--- src/rtl/ocl_pkg.sv ---
package ocl_pkg;
  // system clock period in ns, for reference only
  localparam int          SYS_CLK_PERIOD_NS = 4;
  // rc reference periods without an oscillator edge before loss is declared
  localparam int          LOSS_PERIODS      = 9;
  localparam int          LOSS_CNT_W        = 4;
  // system clock outputs are the source divided by this ratio
  localparam int          DIV_RATIO         = 4;
  // observation source select codes
  localparam int          OBS_SEL_W         = 2;
  localparam logic [1:0]  OBS_SRC_OSC       = 2'h0;
  localparam logic [1:0]  OBS_SRC_RC        = 2'h1;
  localparam logic [1:0]  OBS_SRC_SYS       = 2'h2;
  localparam logic [1:0]  OBS_SRC_MCU       = 2'h3;
  // reset values
  localparam logic        RST_ERROR_N       = 1'h1;
  localparam logic [3:0]  RST_LOSS_CNT      = 4'h0;
endpackage

--- src/rtl/ocl_clock_loss_monitor.sv ---
// Function
// - rc reference clock logic supervises the oscillator clock for stopping.
// - nine rc periods with no oscillator toggle declare a clock-stop loss.
// - on loss, reference switches to rc clock only when switch enable set.
// - error output is driven low while the loss condition exists.
// - both system clock outputs are their system clocks divided by four.
// - system clock outputs are hardwired to their sources, no mux.
// - each observation output shows one selectable internal clock source.
// - peripheral clock output only works while pad receive active is set.
`timescale 1ns/1ps
`default_nettype none
module ocl_clock_loss_monitor (
  // clock and reset
  input  wire logic                     sys_clk,
  input  wire logic                     nrst,
  // monitored and reference clocks, asynchronous
  input  wire logic                     main_osc_clock,
  input  wire logic                     rc_ref_clock,
  input  wire logic                     main_system_clock,
  input  wire logic                     mcu_system_clock,
  input  wire logic                     periph_clock,
  // configuration, same clock domain
  input  wire logic                     loss_switch_enable,
  input  wire logic [ocl_pkg::OBS_SEL_W-1:0] obs_sel_a,
  input  wire logic [ocl_pkg::OBS_SEL_W-1:0] obs_sel_b,
  input  wire logic [ocl_pkg::OBS_SEL_W-1:0] obs_sel_mcu,
  input  wire logic                     pad_receive_active,
  // loss status
  output logic                          clock_loss,
  output logic                          ref_sel_rc,
  output logic                          error_out_n,
  // clock outputs
  output logic                          sys_clock_div_out,
  output logic                          mcu_sys_clock_div_out,
  output logic                          observe_clock_out_a,
  output logic                          observe_clock_out_b,
  output logic                          mcu_observe_clock_out,
  output logic                          periph_clock_out
);
  import ocl_pkg::*;

  ////////////////////////////////////////////////////////////////////////////
  typedef struct packed {
    logic [4:0]            s1;     // first sync stage, read only by s2
    logic [4:0]            s2;     // second sync stage
    logic [3:0]            d;      // delayed s2 for edge detection
    logic [LOSS_CNT_W-1:0] cnt;
    logic                  loss;
    logic                  ref_rc;
    logic                  err_n;
    logic                  div_sys;
    logic                  div_mcu;
    logic                  sys_out;
    logic                  mcu_out;
    logic                  obs_a;
    logic                  obs_b;
    logic                  obs_m;
    logic                  per_out;
  } ocl_state_t;

  ocl_state_t st;
  ocl_state_t next_st;

  // bit positions inside the sync vectors
  localparam int I_OSC = 0;
  localparam int I_RC  = 1;
  localparam int I_SYS = 2;
  localparam int I_MCU = 3;
  localparam int I_PER = 4;
  localparam logic [LOSS_CNT_W-1:0] LOSS_LIMIT = LOSS_CNT_W'(LOSS_PERIODS);
  localparam logic                  DIV_LAST   = 1'(DIV_RATIO / 2 - 1);

  // rising edge of a synchronised level
  function automatic logic ocl_rise(input logic now, input logic prev);
    ocl_rise = now & ~prev;
  endfunction

  // observation source mux, shared by all three observation pins
  function automatic logic ocl_obs(input logic [1:0] sel, input logic [3:0] src);
    logic r;
    r = 1'b0;
    unique case (sel)
      OBS_SRC_OSC: r = src[I_OSC];
      OBS_SRC_RC:  r = src[I_RC];
      OBS_SRC_SYS: r = src[I_SYS];
      OBS_SRC_MCU: r = src[I_MCU];
    endcase
    ocl_obs = r;
  endfunction

  logic osc_rise;
  logic rc_rise;
  logic sys_rise;
  logic mcu_rise;
  assign osc_rise = ocl_rise(st.s2[I_OSC], st.d[I_OSC]);
  assign rc_rise  = ocl_rise(st.s2[I_RC], st.d[I_RC]);
  assign sys_rise = ocl_rise(st.s2[I_SYS], st.d[I_SYS]);
  assign mcu_rise = ocl_rise(st.s2[I_MCU], st.d[I_MCU]);

  ////////////////////////////////////////////////////////////////////////////
  // next state; the fast sys_clk samples all five slow clocks so edges are seen
  always_comb begin
    next_st    = st;
    next_st.s1 = {periph_clock, mcu_system_clock, main_system_clock,
                  rc_ref_clock, main_osc_clock};
    next_st.s2 = st.s1;
    next_st.d  = st.s2[3:0];
    // oscillator edge wins over rc edge so a live clock never trips
    if (osc_rise) begin
      next_st.cnt  = RST_LOSS_CNT;
      next_st.loss = 1'b0;
    end else if (rc_rise && st.cnt != LOSS_LIMIT) begin
      next_st.cnt = st.cnt + LOSS_CNT_W'(1);
      if (st.cnt + LOSS_CNT_W'(1) == LOSS_LIMIT) begin
        next_st.loss = 1'b1;
      end
    end
    // switch-over follows the loss only when enabled
    next_st.ref_rc = next_st.loss & loss_switch_enable;
    next_st.err_n  = ~next_st.loss;
    // divide by four: toggle every second rising edge, fixed sources
    if (sys_rise) begin
      next_st.div_sys = (st.div_sys == DIV_LAST) ? 1'b0 : ~st.div_sys;
      if (st.div_sys == DIV_LAST) begin
        next_st.sys_out = ~st.sys_out;
      end
    end
    if (mcu_rise) begin
      next_st.div_mcu = (st.div_mcu == DIV_LAST) ? 1'b0 : ~st.div_mcu;
      if (st.div_mcu == DIV_LAST) begin
        next_st.mcu_out = ~st.mcu_out;
      end
    end
    // observation pins are debug only, not meant as clean clocks
    next_st.obs_a = ocl_obs(obs_sel_a, st.s2[3:0]);
    next_st.obs_b = ocl_obs(obs_sel_b, st.s2[3:0]);
    next_st.obs_m = ocl_obs(obs_sel_mcu, st.s2[3:0]);
    // without the receive path enabled the pad cannot return its clock
    next_st.per_out = st.s2[I_PER] & pad_receive_active;
  end

  // single state register
  always_ff @(posedge sys_clk or negedge nrst) begin
    if (!nrst) begin
      st       <= '0;
      st.err_n <= RST_ERROR_N;
    end else begin
      st <= next_st;
    end
  end

  assign clock_loss            = st.loss;
  assign ref_sel_rc            = st.ref_rc;
  assign error_out_n           = st.err_n;
  assign sys_clock_div_out     = st.sys_out;
  assign mcu_sys_clock_div_out = st.mcu_out;
  assign observe_clock_out_a   = st.obs_a;
  assign observe_clock_out_b   = st.obs_b;
  assign mcu_observe_clock_out = st.obs_m;
  assign periph_clock_out      = st.per_out;
endmodule
`default_nettype wire

--- config.mk ---
export PLATFORM = sky130hd
export DESIGN_NAME = ocl_clock_loss_monitor
export DESIGN_NICKNAME = d
export VERILOG_FILES = /design/src/rtl/ocl_pkg.sv /design/src/rtl/ocl_clock_loss_monitor.sv
export SDC_FILE = /design/constraint.sdc
export NUM_CORES = 1
export LEC_CHECK = 0
export BUFFER_PORTS_ARGS = -buffer_cell sky130_fd_sc_hd__buf_2
export CORE_UTILIZATION = 25
export CTS_CLUSTER_SIZE = 30
export DETAILED_ROUTE_END_ITERATION = 8
export HOLD_SLACK_MARGIN = 0.08
export PLACE_DENSITY = 0.45
export SLEW_MARGIN = 20
export SYNTH_ARGS = -nofsm -noshare
export SYNTH_HDL_FRONTEND = slang
export SYNTH_SLANG_ARGS = --single-unit
--- constraint.sdc ---
create_clock -name sys_clk -period 3.58 [get_ports sys_clk]
set_input_delay 1.074 -clock sys_clk [delete_from_list [all_inputs] [get_ports sys_clk]]
set_output_delay 1.074 -clock sys_clk [all_outputs]
set_load 0.005 [all_outputs]
# Word level (Yosys, flattened, before mapping)

Index checks and enable logic that the tools add are counted.
W data, S select, Z words.

Bits in registers: 29
Bits of input ports: 15
Output and inout bits: 9

Equality and inequality tests: 11
Add/sub/neg operators: 1
Muxes and demuxes: 8
Bitwise operators: 15
Reduce and logical (&&, ||, !) cells: 7

Operators by type and width:

| kind                  | count |
|---|---|
| $eq A2 B2 Y1 const B  | 6 |
| $pmux W1 S4           | 3 |
| $mux W5               | 2 |
| $not A1 Y1            | 9 |
| $and A1 B1 Y1         | 6 |
| $eq A2 B1 Y1 const B  | 3 |
| $logic_not A2 Y1      | 3 |
| $add A4 B1 Y4 const B | 1 |
| $eq A4 B4 Y1 const B  | 1 |
| $ne A4 B4 Y1 const B  | 1 |
| $reduce_and A2 Y1     | 2 |
| $mux W1               | 3 |
| $reduce_bool A2 Y1    | 1 |
| $logic_and A1 B1 Y1   | 1 |

# Logic depth before layout (Yosys ltp)

Word-level depth: 6
Gate-level depth with buffers: 6

# Worst setup path after synthesis

OpenSTA, ideal clock, no wires.

Path kind: input -> register
Start: in obs_sel_mcu[0] (netlist name)
End: reg st, in the netlist mcu_observe_clock_out
Buffers on the path: 0
Setup slack: 1.913 ns
Data required time: 3.442 ns
Data arrival time: 1.529 ns
Cell stages on the path: 1
Cell sequence: mux4_2

Word-level cells in the longest chain between the ends: 2
Elaborated cells on any way between the ends: 5

RTL lines:

| what                                 | RTL line                      | source |
|---|---|---|
| start, declared                      | ocl_clock_loss_monitor.sv:26  | `input wire logic [ocl_pkg::OBS_SEL_W-1:0] obs_sel_mcu,` |
| $eq A2 B2 Y1 (tied with other cells) | ocl_clock_loss_monitor.sv:82  | `unique case (sel)` |
| $pmux W1 S4 (*)                      | ocl_clock_loss_monitor.sv:82  |  |
| end signal, assigned                 | ocl_clock_loss_monitor.sv:148 | `st <= next_st;` |
| end, declared                        | ocl_clock_loss_monitor.sv:61  | `ocl_state_t st;` |

Mark *: on every way between the ends. The rest lies on a longest branch, timed or not.
A chain may end at the register's enable or synchronous reset.

# Worst setup path in the final report

Start: reg st, in the netlist error_out_n
End: out error_out_n

RTL lines:

| what          | RTL line                     | source |
|---|---|---|
| end, declared | ocl_clock_loss_monitor.sv:31 | `output logic error_out_n,` |

No word-level cell between the ends.

==> flow_metrics.env <==
export IMPL_initial_core_util_pct=26.58
export IMPL_p_int_uw=599.8
export IMPL_slew_viol_final=0
export IMPL_cellPowerDensity_mw_per_mm2=587.6
export IMPL_seqCellArea_um2=726.9
export IMPL_cts_resized_gates=0
export IMPL_yosys_warnings=0
export IMPL_cts_buffers=5
export IMPL_synthCells=70
export IMPL_relSlewSlack_pct=59.03
export IMPL_final_common_cell="dfrtp_1"
export IMPL_synth_edf_count=0
export IMPL_timing_final_crit_share_pct=54.63
export IMPL_cts_root_buf="clkbuf_8"
export IMPL_power_uw=791.1
export IMPL_io_pins=24
export IMPL_clkPwrFrac_pct=36.8
export IMPL_multiInputGateArea_um2=329.1
export IMPL_via_count=594
export IMPL_core_area_mm2=0.004058
export IMPL_track_usage_pct=9.331
export IMPL_numPortBuffers=23
export IMPL_syn_avg_cell_area_um2=15.41
export IMPL_routed_wl_um=1623
export IMPL_rsz0062_at_grt="false"
export IMPL_clk_path_buf_depth=2
export IMPL_htree_levels=2
export IMPL_remaining_drc_errors=0
export IMPL_gp_congestion=0.6516
export IMPL_rows=23
export IMPL_die_w_um=67.68
export IMPL_ys_flop_type="dfrtp_1"
export IMPL_cp_cell_sequence="buf_2"
export IMPL_insertion_delay_ns=0.28
export IMPL_hp_class="reg2reg"
export IMPL_fin_nets=117
export IMPL_synth_area_mm2=0.001079
export IMPL_critPathTopFamily="flip-flops"
export IMPL_critPathSlowestCell="dfstp_2"
export IMPL_grt_pass1_wl_um=2863
export IMPL_switching_share_pct=24.18
export IMPL_synthArstFlopShare_pct=100.0
export IMPL_synth_cell_types=22
export IMPL_required_ns=2.51
export IMPL_fmax_mhz=511.3
export IMPL_p_sw_uw=191.3
export IMPL_grt_pass1_vias=658
export IMPL_seqPwrFrac_pct=50.9
export IMPL_start_kind="flop"
export IMPL_maxCapViolations=0
export IMPL_hold_violations=0
export IMPL_clk_pin_slew_worst_paths_ns=0.06
export IMPL_route_detailed_vias_per_inst=3.960
export IMPL_critPathBufInv=1
export IMPL_most_common_layout_cells="dfrtp_1, buf_2, clkbuf_8, xnor2_1, nor2_1"
export IMPL_grt_overflow_total=0
export IMPL_slowest_delay_ns=0.51
export IMPL_final_layout_size_suffix_gt1_share_pct=38.00
export IMPL_pwr_share_comb_pct=12.3
export IMPL_n_antenna_cell=0
export IMPL_finalSetupTns_ns=0
export IMPL_setup_viol=0
export IMPL_min_period_ns=1.956
export IMPL_fillerInstances=403
export IMPL_holdBufCountCts=0
export IMPL_yosysSeqAreaShare_pct=67.40
export IMPL_p_leak_uw=0.0006214
export IMPL_drtIter0Drc=12
export IMPL_cp_max_fo=1
export IMPL_cts_tree="built"
export IMPL_post_cts_buffers=0
export IMPL_tightest_slew_ns=0.6146
export IMPL_crit_arrival_ns=0.88
export IMPL_postRouteAntennaNets=0
export IMPL_end_kind="output pin"
export IMPL_peakVddDrop_uv=256.3
export IMPL_clock_sinks=29
export IMPL_dieArea_mm2=0.004581
export IMPL_criticalPathCategory="reg2out"
export IMPL_status="complete, no violations"
export IMPL_fin_skew_ns=0.004658
export IMPL_synth_seq_cells=29
export IMPL_fp_dieH_um=67.68
export IMPL_wl_per_cell_um=10.82
export IMPL_dr_pass1_iters=3
export IMPL_grt_max_degree=30
export IMPL_antenna_found_initial=0
export IMPL_syn2layout_area_growth_pct=24.83
export IMPL_synth_net_count=88
metal layers:
layer	global-route usage, %	share of wire, %	vias up
li1	-	-	288
met5	0	0	-
met2	13.86	44	26
met1	10.31	46	278
met3	5.236	8.3	2
met4	5.585	0.74	0
through the flow:
stage | instances | cell area [µm²] | setup WS (ns) | util, % | hold WS (ns)
6_report | 150 | 1346 | 1.624 | 33.18 | 0.3483
5_1_grt | 150 | 1346 | 1.598 | 33.18 | 0.3507
4_1_cts | 150 | 1346 | 1.606 | 33.18 | 0.3486
3_5_place_dp | 142 | 1245 | 1.783 | 30.68 | 0.3347
3_3_place_gp | 142 | 1245 | 1.807 | 30.68 | 0.3339
2_1_floorplan | 70 | 1079 | 1.913 | - | 0.3312
synthesized netlist by cell type (2+ instances only):
cell type  number  area (µm²)
xor2_1          3       26.28
nor2_1          4       15.01
mux4_2          3       67.56
ha_1            3       37.54
dfrtp_1        28       700.7
inv_1           3       11.26
xnor2_1         5       43.79
nand3b_1        2       15.01
nand2b_1        3       18.77
nand2_1         2       7.510
nand3_1         2       10.01
and2_1          2       12.51
path summary, 6_finish.rpt:
path,start,to,slack (ns),cells past startpoint
max,error_out_n,error_out_n,1.62,1
min,next_st[22],next_st[18],0.35,0
max reg2reg,st[11],ref_sel_rc,2.14,5
min reg2reg,next_st[22],next_st[18],0.35,0
max in group asynchronous,nrst,next_st[17],2.37,1
min in group asynchronous,nrst,next_st[22],0.81,1
layout make-up:
cell class	instances	share of cell area, %
clock buffer	7	7.156
inverter	3	0.8364
clock inverter	1	0.3717
sequential	29	54.00
timing repair buffer	23	8.550
tap	50	4.647
multi-input combinational	37	24.44
sequential cells by signal, summed over array words and instances, names as in the netlist:
signal / count
next_st: 9
observe_clock_out_b: 1
st: 11
sys_clock_div_out: 1
ref_sel_rc: 1
error_out_n: 1
mcu_observe_clock_out: 1
mcu_sys_clock_div_out: 1
clock_loss: 1
periph_clock_out: 1
observe_clock_out_a: 1
cells by family after synthesis:
family / Yosys count / synth area share, %
fa+ha+maj: 3 / 3.481
flops: 29 / 67.40
buf+inv: 4 / 2.088
mux: 4 / 7.192
xor+xnor: 9 / 8.005
simple gates: 18 / 9.165
compound gates: 3 / 2.668
power by group through the flow:
| stage | clock [µW] | sequential (µW) | combinational (µW) |
|---|---|---|---|
| CTS | 302 | 404 | 100 |
| finish | 291 | 403 | 96.9 |
| floorplan | 0 | 403 | 64.0 |
| detailed placement | 0 | 409 | 101 |
| global route | 315 | 410 | 111 |
| global placement | 0 | 408 | 96.6 |
Note: power is estimated with default switching activity, not from simulation.
